File: src/verilog/lvmc_map.svh
// Purpose: Offsets, field positions, reset values and sizes of the supply monitor bank.
// Assumes: Register indices are word indices; the APB byte address is four times the index.
// Notes: Definitions only, no logic.
`ifndef LVMC_MAP_SVH
`define LVMC_MAP_SVH

`define LVMC_IDX_CTRL_A 16'h3040
`define LVMC_IDX_CTRL_B 16'h3041
`define LVMC_IDX_EVT_STATUS 16'h3042
`define LVMC_IDX_EVT_MASK 16'h3043
`define LVMC_IDX_LEVELS 16'h3044
`define LVMC_ADDR_SCALE 4

`define LVMC_RST_CTRL_A 8'h1c
`define LVMC_RST_CTRL_B 8'h00
`define LVMC_RST_EVT 2'h0

`define LVMC_A_WARN_FLAG 7
`define LVMC_A_WARN_ACK 6
`define LVMC_A_WARN_IRQ_EN 5
`define LVMC_A_RESET_EN 4
`define LVMC_A_STOP_EN 3
`define LVMC_A_DETECT_EN 2
`define LVMC_A_BUF_DRIVE 1
`define LVMC_A_BUF_EN 0

`define LVMC_B_DETECT_TRIP 6
`define LVMC_B_WARN_TRIP_HI 5
`define LVMC_B_WARN_TRIP_LO 4

`define LVMC_EVT_WARN 0
`define LVMC_EVT_DETECT 1
`define LVMC_EVT_BITS 2

`define LVMC_LVL_WARN 0
`define LVMC_LVL_DETECT 1
`define LVMC_LVL_ACTIVE 2

`endif

File: src/verilog/lvmc_pkg.sv
// Purpose: Types shared by the supply monitor bank.
// Assumes: Constants live in lvmc_map.svh.
// Notes: The register select is one-hot so that decode faults show as several bits.
package lvmc_pkg;
   typedef logic [7:0] lvmc_byte_t;
   typedef logic [31:0] lvmc_word_t;
   typedef enum logic [5:0]
   {
      LVMC_SEL_NONE = 6'h01,
      LVMC_SEL_CTRL_A = 6'h02,
      LVMC_SEL_CTRL_B = 6'h04,
      LVMC_SEL_EVT_STATUS = 6'h08,
      LVMC_SEL_EVT_MASK = 6'h10,
      LVMC_SEL_LEVELS = 6'h20
   } lvmc_sel_e;
endpackage : lvmc_pkg

File: src/verilog/lvmc_sync.sv
// Purpose: Two-stage synchroniser for asynchronous comparator levels.
// Assumes: Inputs are slow levels; no pulse shorter than two clocks must be seen.
// Notes: Only the second stage is visible outside.
`timescale 1ns/100ps
module lvmc_sync #(
   parameter int WIDTH = 2
) (
   input wire logic clk,
   input wire logic rst_n,
   input wire logic [WIDTH-1:0] async_in,
   output logic [WIDTH-1:0] sync_out
);
   logic [WIDTH-1:0] meta_q;

   generate
      if (WIDTH < 1)
      begin : g_bad_width
         $error("lvmc_sync needs at least one bit");
      end
   endgenerate

   always_ff @(posedge clk or negedge rst_n)
   begin
      if (!rst_n)
      begin
         meta_q <= '0;
         sync_out <= '0;
      end
      else
      begin
         meta_q <= async_in;
         sync_out <= meta_q;
      end
   end
endmodule : lvmc_sync

File: src/verilog/lvmc_top.sv
// Purpose: Control and status bank of the supply low-voltage monitor, reached over APB.
// Assumes: Comparator inputs are asynchronous levels, high while the supply is below the trip.
// Notes: Zero wait state slave; read data is captured in the setup cycle.
// Notes on behaviour
// - Control A at index 3040h, resets 1Ch.
// - Control B at index 3041h, resets 00h.
// - Warning flag sets on low supply while detection is active, even after reset.
// - Warning flag sticky until acknowledged.
// - Ack bit 6 clears flag once warning gone.
// - Bit 5 with flag raises interrupt.
// - Bit 4 forces reset on enabled detect.
// - Write-once bits accept first write only.
// - Bit 3 keeps detection alive in stop.
// - Bit 2 enables detection, gates bits 3-4.
// - Control B bit 6 write-once detect trip.
// - Control B bits 5-4 pick warning trip.
// - Bit 0 buffer enable, bit 1 drive.
//
// Decided for this implementation: register access over APB.
`timescale 1ns/100ps
`include "lvmc_map.svh"
module lvmc_top #(
   parameter int ADDR_WIDTH = 16
) (
   input wire logic pclk,
   input wire logic presetn,
   input wire logic psel,
   input wire logic penable,
   input wire logic pwrite,
   input wire logic [ADDR_WIDTH-1:0] paddr,
   input wire lvmc_pkg::lvmc_word_t pwdata,
   input wire logic [3:0] pstrb,
   output lvmc_pkg::lvmc_word_t prdata,
   output logic pready,
   output logic pslverr,
   input wire logic detect_cmp_raw,
   input wire logic warning_cmp_raw,
   input wire logic stop_mode,
   output logic detect_active,
   output logic detect_trip_select,
   output logic [1:0] warning_trip_select,
   output logic ref_buffer_enable,
   output logic ref_buffer_drive_select,
   output logic system_reset_req,
   output logic irq
);
   import lvmc_pkg::*;

   localparam logic [ADDR_WIDTH-1:0] ADDR_CTRL_A =
      ADDR_WIDTH'(`LVMC_IDX_CTRL_A * `LVMC_ADDR_SCALE);
   localparam logic [ADDR_WIDTH-1:0] ADDR_CTRL_B =
      ADDR_WIDTH'(`LVMC_IDX_CTRL_B * `LVMC_ADDR_SCALE);
   localparam logic [ADDR_WIDTH-1:0] ADDR_EVT_STATUS =
      ADDR_WIDTH'(`LVMC_IDX_EVT_STATUS * `LVMC_ADDR_SCALE);
   localparam logic [ADDR_WIDTH-1:0] ADDR_EVT_MASK =
      ADDR_WIDTH'(`LVMC_IDX_EVT_MASK * `LVMC_ADDR_SCALE);
   localparam logic [ADDR_WIDTH-1:0] ADDR_LEVELS =
      ADDR_WIDTH'(`LVMC_IDX_LEVELS * `LVMC_ADDR_SCALE);
   localparam lvmc_byte_t RST_A = `LVMC_RST_CTRL_A;
   localparam lvmc_byte_t RST_B = `LVMC_RST_CTRL_B;

   // The highest byte address must fit the address bus.
   generate
      if (ADDR_WIDTH < 16 || ADDR_WIDTH > 32)
      begin : g_bad_addr
         $error("lvmc_top needs ADDR_WIDTH between 16 and 32");
      end
   endgenerate

   logic [1:0] cmp_sync;
   logic warn_s;
   logic detect_s;
   lvmc_sel_e sel;
   logic setup_phase;
   logic write_take;
   logic wr_a;
   logic wr_b;
   logic wr_status;
   logic wr_mask;
   lvmc_word_t rdata_mux;

   logic warn_flag_q;
   logic warn_irq_en_q;
   logic reset_en_q;
   logic stop_en_q;
   logic detect_en_q;
   logic buf_drive_q;
   logic buf_en_q;
   logic detect_trip_q;
   logic [1:0] warn_trip_q;
   logic once_a_used_q;
   logic once_b_used_q;
   logic warn_flag_seen_q;
   logic detect_hit_q;
   logic [`LVMC_EVT_BITS-1:0] evt_status_q;
   logic [`LVMC_EVT_BITS-1:0] evt_mask_q;
   logic [`LVMC_EVT_BITS-1:0] evt_set;
   logic detect_hit;

   lvmc_sync #(
      .WIDTH(2)
   ) u_cmp_sync (
      .clk(pclk),
      .rst_n(presetn),
      .async_in({detect_cmp_raw, warning_cmp_raw}),
      .sync_out(cmp_sync)
   );

   // Nothing reads the raw comparators past this point.
   assign warn_s = cmp_sync[0];
   assign detect_s = cmp_sync[1];

   always_comb
   begin
      sel = LVMC_SEL_NONE;
      if (paddr == ADDR_CTRL_A)
      begin
         sel = LVMC_SEL_CTRL_A;
      end
      else if (paddr == ADDR_CTRL_B)
      begin
         sel = LVMC_SEL_CTRL_B;
      end
      else if (paddr == ADDR_EVT_STATUS)
      begin
         sel = LVMC_SEL_EVT_STATUS;
      end
      else if (paddr == ADDR_EVT_MASK)
      begin
         sel = LVMC_SEL_EVT_MASK;
      end
      else if (paddr == ADDR_LEVELS)
      begin
         sel = LVMC_SEL_LEVELS;
      end
   end

   assign setup_phase = psel && !penable;
   assign write_take = psel && penable && pwrite && pstrb[0];
   assign wr_a = write_take && (sel == LVMC_SEL_CTRL_A);
   assign wr_b = write_take && (sel == LVMC_SEL_CTRL_B);
   assign wr_status = write_take && (sel == LVMC_SEL_EVT_STATUS);
   assign wr_mask = write_take && (sel == LVMC_SEL_EVT_MASK);

   assign pready = 1'b1;
   assign pslverr = psel && penable && (sel == LVMC_SEL_NONE);

   always_comb
   begin
      rdata_mux = '0;
      case (sel)
         LVMC_SEL_CTRL_A:
         begin
            // The acknowledge bit is a write-only strobe and reads as zero.
            rdata_mux[`LVMC_A_WARN_FLAG] = warn_flag_q;
            rdata_mux[`LVMC_A_WARN_IRQ_EN] = warn_irq_en_q;
            rdata_mux[`LVMC_A_RESET_EN] = reset_en_q;
            rdata_mux[`LVMC_A_STOP_EN] = stop_en_q;
            rdata_mux[`LVMC_A_DETECT_EN] = detect_en_q;
            rdata_mux[`LVMC_A_BUF_DRIVE] = buf_drive_q;
            rdata_mux[`LVMC_A_BUF_EN] = buf_en_q;
         end
         LVMC_SEL_CTRL_B:
         begin
            rdata_mux[`LVMC_B_DETECT_TRIP] = detect_trip_q;
            rdata_mux[`LVMC_B_WARN_TRIP_HI:`LVMC_B_WARN_TRIP_LO] = warn_trip_q;
         end
         LVMC_SEL_EVT_STATUS:
         begin
            rdata_mux[`LVMC_EVT_BITS-1:0] = evt_status_q;
         end
         LVMC_SEL_EVT_MASK:
         begin
            rdata_mux[`LVMC_EVT_BITS-1:0] = evt_mask_q;
         end
         LVMC_SEL_LEVELS:
         begin
            rdata_mux[`LVMC_LVL_WARN] = warn_s;
            rdata_mux[`LVMC_LVL_DETECT] = detect_s;
            rdata_mux[`LVMC_LVL_ACTIVE] = detect_active;
         end
         LVMC_SEL_NONE:
         begin
            rdata_mux = '0;
         end
         default:
         begin
            rdata_mux = '0;
         end
      endcase
   end

   // Captured in setup so the access cycle presents a registered word.
   always_ff @(posedge pclk or negedge presetn)
   begin
      if (!presetn)
      begin
         prdata <= '0;
      end
      else if (setup_phase && !pwrite)
      begin
         prdata <= rdata_mux;
      end
   end

   // Bits free to change on every write.
   always_ff @(posedge pclk or negedge presetn)
   begin
      if (!presetn)
      begin
         warn_irq_en_q <= RST_A[`LVMC_A_WARN_IRQ_EN];
         stop_en_q <= RST_A[`LVMC_A_STOP_EN];
         buf_drive_q <= RST_A[`LVMC_A_BUF_DRIVE];
         buf_en_q <= RST_A[`LVMC_A_BUF_EN];
         warn_trip_q <= RST_B[`LVMC_B_WARN_TRIP_HI:`LVMC_B_WARN_TRIP_LO];
      end
      else
      begin
         if (wr_a)
         begin
            warn_irq_en_q <= pwdata[`LVMC_A_WARN_IRQ_EN];
            stop_en_q <= pwdata[`LVMC_A_STOP_EN];
            buf_drive_q <= pwdata[`LVMC_A_BUF_DRIVE];
            buf_en_q <= pwdata[`LVMC_A_BUF_EN];
         end
         if (wr_b)
         begin
            warn_trip_q <= pwdata[`LVMC_B_WARN_TRIP_HI:`LVMC_B_WARN_TRIP_LO];
         end
      end
   end

   // Write-once bits: a write that finds the register already used changes nothing.
   always_ff @(posedge pclk or negedge presetn)
   begin
      if (!presetn)
      begin
         reset_en_q <= RST_A[`LVMC_A_RESET_EN];
         detect_en_q <= RST_A[`LVMC_A_DETECT_EN];
         detect_trip_q <= RST_B[`LVMC_B_DETECT_TRIP];
         once_a_used_q <= 1'b0;
         once_b_used_q <= 1'b0;
      end
      else
      begin
         if (wr_a && !once_a_used_q)
         begin
            reset_en_q <= pwdata[`LVMC_A_RESET_EN];
            detect_en_q <= pwdata[`LVMC_A_DETECT_EN];
            once_a_used_q <= 1'b1;
         end
         if (wr_b && !once_b_used_q)
         begin
            detect_trip_q <= pwdata[`LVMC_B_DETECT_TRIP];
            once_b_used_q <= 1'b1;
         end
      end
   end

   // Stop mode only silences the monitor when the stop enable is clear.
   assign detect_active = detect_en_q && (!stop_mode || stop_en_q);

   // The flag is forced while the warning stands and detection is active, so an
   // acknowledge that then meets a still-low supply loses and the flag stays set.
   always_ff @(posedge pclk or negedge presetn)
   begin
      if (!presetn)
      begin
         warn_flag_q <= 1'b0;
      end
      else if (detect_active && warn_s)
      begin
         warn_flag_q <= 1'b1;
      end
      else if (wr_a && pwdata[`LVMC_A_WARN_ACK])
      begin
         warn_flag_q <= 1'b0;
      end
   end

   assign detect_hit = detect_active && detect_s;

   always_ff @(posedge pclk or negedge presetn)
   begin
      if (!presetn)
      begin
         warn_flag_seen_q <= 1'b0;
         detect_hit_q <= 1'b0;
      end
      else
      begin
         warn_flag_seen_q <= warn_flag_q;
         detect_hit_q <= detect_hit;
      end
   end

   // Held while the condition stands; the reset controller stretches it as it needs.
   always_ff @(posedge pclk or negedge presetn)
   begin
      if (!presetn)
      begin
         system_reset_req <= 1'b0;
      end
      else
      begin
         system_reset_req <= detect_hit && reset_en_q;
      end
   end

   assign evt_set[`LVMC_EVT_WARN] = warn_flag_q && !warn_flag_seen_q;
   assign evt_set[`LVMC_EVT_DETECT] = detect_hit && !detect_hit_q;

   // A new event in the cycle of its clear still leaves the bit set.
   always_ff @(posedge pclk or negedge presetn)
   begin
      if (!presetn)
      begin
         evt_status_q <= `LVMC_RST_EVT;
      end
      else if (wr_status)
      begin
         evt_status_q <= (evt_status_q & ~pwdata[`LVMC_EVT_BITS-1:0]) | evt_set;
      end
      else
      begin
         evt_status_q <= evt_status_q | evt_set;
      end
   end

   always_ff @(posedge pclk or negedge presetn)
   begin
      if (!presetn)
      begin
         evt_mask_q <= `LVMC_RST_EVT;
      end
      else if (wr_mask)
      begin
         evt_mask_q <= pwdata[`LVMC_EVT_BITS-1:0];
      end
   end

   // The warning request follows the flag directly so that polling and interrupt agree.
   assign irq = (warn_irq_en_q && warn_flag_q) || (|(evt_status_q & evt_mask_q));

   assign detect_trip_select = detect_trip_q;
   assign warning_trip_select = warn_trip_q;
   assign ref_buffer_enable = buf_en_q;
   assign ref_buffer_drive_select = buf_drive_q;
endmodule : lvmc_top

File: config.mk
export PLATFORM = sky130hd
export DESIGN_NAME = lvmc_top
export DESIGN_NICKNAME = d
export VERILOG_FILES = /design/src/verilog/lvmc_pkg.sv /design/src/verilog/lvmc_sync.sv /design/src/verilog/lvmc_top.sv
export VERILOG_INCLUDE_DIRS = /design/src /design/src/verilog
export SDC_FILE = /design/constraint.sdc
export NUM_CORES = 1
export LEC_CHECK = 0
export BUFFER_PORTS_ARGS = -buffer_cell sky130_fd_sc_hd__clkbuf_2
export CORE_AREA = 3 3 72 74
export DETAILED_ROUTE_END_ITERATION = 8
export DIE_AREA = 0 0 75 77
export GPL_ROUTABILITY_DRIVEN = 0
export GPL_TIMING_DRIVEN = 0
export PLACE_DENSITY = 0.72
export SLEW_MARGIN = 40
export SYNTH_ARGS = -nofsm -noshare
export SYNTH_HDL_FRONTEND = slang
export SYNTH_SLANG_ARGS = --single-unit
File: constraint.sdc
create_clock -name pclk -period 2.85 [get_ports pclk]
set_clock_uncertainty 0.1 [all_clocks]
set_input_delay 0.57 -clock pclk [delete_from_list [all_inputs] [get_ports pclk]]
set_output_delay 0.57 -clock pclk [all_outputs]
set_load 0.005 [all_outputs]
==> impl_metrics.yaml <==
worst_setup_path:
  crit_path_end_kind: "output pin"
  path_buf_inv: 2
  criticalPathCategory: "in -> out"
  start_kind: "input port"
  cp.arrival_ns: 1.81
  crit_chain: "clkbuf_2 > nor4b_1 > nand3b_1 > a211oi_1 > nor2_1 > clkbuf_2"
  crit_top_cell: "clkbuf_2"
  slowest_stage: "nor4b_1"
  crit_family: "simple AND/OR/NAND/NOR gates"
  critical-path-max-stage-delay_ns: 0.49
  crit_fanout: 4
  required_ns: 2.18
floorplanning:
  start_util_pct: 34.2
  die_x_um: 75
  core-area_um2: 4660
  ios: 102
  die-area_um2: 5780
  core.rowCount: 25
  die_h_um: 77
finish:
  n_fill_cell: 448
  syn2layout_area_growth_pct: 29.5
  antennaDiodeCount: 0
  fin_nets: 279
  drive_gt1_share_pct: 45.5
  final_util_pct: 44.2
detailed_routing:
  vias_per_cell: 4.55
  ant_nets: 0
  drt_iter0_markers: 58
  wl_per_cell_um: 12.5
  drc: 0
  wl_mm: 3.43
  dr_total_vias: 1246
  drtPass1Iterations: 5
global_route:
  grt_pass1_wl_mm: 5.23
  grt_pass1_vias: 1112
  grt_max_degree: 32
  overflow: 0
  antenna_found_initial: 0
  grt_util_all_layers_pct: 11.9
timing:
  hold_violations: 0
  layout_min_cycle_time_ns: 2.48
  tightest_slew_ns: 0.667
  fin_crit_sh_pct: 86.9
  layout_setup_ws_ns: 0.373
  final_max_slew_viol_count: 0
  max-slew-margin-rel_pct: 55.5
  setup_viol: 0
  rsz0062_at_grt: "false"
  fin_setup_tns_ns: 0
  timing.fmax_ghz: 0.404
clock_tree:
  cts_sinks: 31
  cts.path.max_buffers: 2
  cts-hold-fix-buffers: 0
  postCtsSetupBuffers: 0
  path_clk_slew_ns: 0.06
  h-tree-depth: 2
  cts_tree: "yes"
  insertion_delay_ns: 0.28
  cts_resized: 0
  numCtsBuffers: 5
  cts_root_buf: "clkbuf_8"
outcome:
  status: "completed"
power_and_ir_drop:
  ir_drop_uv: 231
  leakagePower_uw: 0.00110
  pwr_density_cell_nw_per_um2: 413
yosys:
  yosys.area.top_type: "dfrtp_1"
  syn-cell-area_um2: 1590
  synth_ff_type: "dfrtp_1"
  synth_cell_type_count: 38
  ys_ff_latch: 31
  yosys-top-cells-count: "28 x dfrtp_1, 25 x buf_4, 11 x mux2_2"
  yosysMostFrequentCell: "dfrtp_1"
  yosysSeqAreaShare_pct: 48.9
  synth_cells: 142
  synth_area_per_cell_um2: 11.2
  synth_edf_count: 0
  synthArstFlopShare_pct: 100
  synthTopCellsByArea: "dfrtp_1 44%, buf_4 12%, mux2_2 7.8%"
  synth.yosys.warnings: 0
  synth_top_area_share_pct: 44.0
placed_design:
  post-dp-hpwl_mm: 2.80
  io_buffer_count: 47
  post-place-ws_ns: 0.374
worst_hold_path:
  hold_path.class: "in -> async"
run:
  drv_cap: 0
[sequential cells by signal, summed over array words and instances, names as in the netlist]
register and count:
warn_flag_q 1, reset_en_q 1, evt_status_q 2, detect_trip_select 1, ref_buffer_drive_select 1, once_b_used_q 1, warning_trip_select 2, once_a_used_q 1
ref_buffer_enable 1, u_cmp_sync.meta_q 2, evt_mask_q 2, stop_en_q 1, detect_en_q 1, system_reset_req 1, warn_irq_en_q 1, warn_flag_seen_q 1
detect_hit_q 1, u_cmp_sync.sync_out 2, prdata 8
[worst reg2reg max path: stages (launching register included)]
cell,delay (ns)
dfstp_2,0.55
inv_1,0.04
a21boi_0,0.37
and2_1,0.23
a22o_1,0.14
[power by group]
| part | internal, uW | leakage [uW] | switching [uW] | total [uW] |
|---|---|---|---|---|
| Clock | 173 | 0.0000395 | 148 | 321 |
| Combinational | 44.4 | 0.000650 | 42.6 | 87.1 |
| Sequential | 443 | 0.000413 | 1.42 | 445 |
| Total | 661 | 0.00110 | 192 | 853 |
[area by class of cell]
type,count,area [um^2],share of cell area (%)
Tap cell,54,67.6,3.28
Sequential cell,31,779,37.8
Buffer,28,200,9.71
Inverter,4,15.0,0.728
Timing Repair Buffer,47,235,11.4
Clock buffer,8,80.1,3.88
Multi-Input combinational cell,102,684,33.2
[metal layers]
layer	vias to the layer above	share of wire [%]	GRT usage (%)
li1	613	-	-
met1	578	44	15.3
met2	50	47	18.4
met3	5	8.3	4.46
met4	0	1.4	3.74
met5	-	0	0
[cells in the final DEF, fill, tap and decap left out, types with 2 or more instances in the layout]
| cell | instances |
|---|---|
| nor4_1 | 3 |
| inv_1 | 4 |
| a22o_1 | 6 |
| mux2_2 | 11 |
| clkbuf_1 | 5 |
| nor2_1 | 6 |
| nor3_1 | 2 |
| nand4_1 | 5 |
| dfrtp_1 | 28 |
| mux2i_1 | 4 |
| clkbuf_2 | 47 |
| and2_1 | 3 |
| nand3_1 | 3 |
| buf_4 | 25 |
| clkbuf_8 | 5 |
| nand2_1 | 6 |
| conb_1 | 25 |
| a221o_1 | 2 |
| and3_1 | 3 |
| o21ai_0 | 2 |
| o41a_1 | 2 |
| dfstp_2 | 3 |
| nand3b_1 | 2 |
| or2_2 | 2 |
[worst paths after layout]
| check | from | end | slack (ns) | cells past startpoint |
|---|---|---|---|---|
| setup / recovery | paddr[11] | pslverr | 0.37 | 6 |
| hold reg to reg | u_cmp_sync.meta_q[0] | u_cmp_sync.sync_out[0] | 0.25 | 0 |
| setup reg to reg | stop_en_q | evt_status_q[1] | 1.37 | 4 |
| max in group asynchronous | presetn | system_reset_req | 1.99 | 1 |
| hold / removal | presetn | prdata[4] | 0.22 | 1 |
| min in group pclk | u_cmp_sync.meta_q[0] | u_cmp_sync.sync_out[0] | 0.25 | 0 |
[cell families after synthesis]
logic type	synth area share, %
AND/OR/NAND/NOR	18.1
buffers and inverters	13.5
flip-flops	48.9
AO/OA/AOI/OAI	8.64
multiplexers	10.3
other	0.472
[stage by stage]
step           total power (uW)  cell area (um^2)  instances  hold slack, ns
2_1_floorplan               500              1680        165           0.174
3_5_place_dp                539              1980        266           0.235
3_3_place_gp                538              1980        266           0.232
4_1_cts                     859              2060        274           0.248
5_1_grt                     892              2060        274           0.257
6_report                    853              2060        274           0.220
No activity file was read; power rests on OpenSTA's default activity.
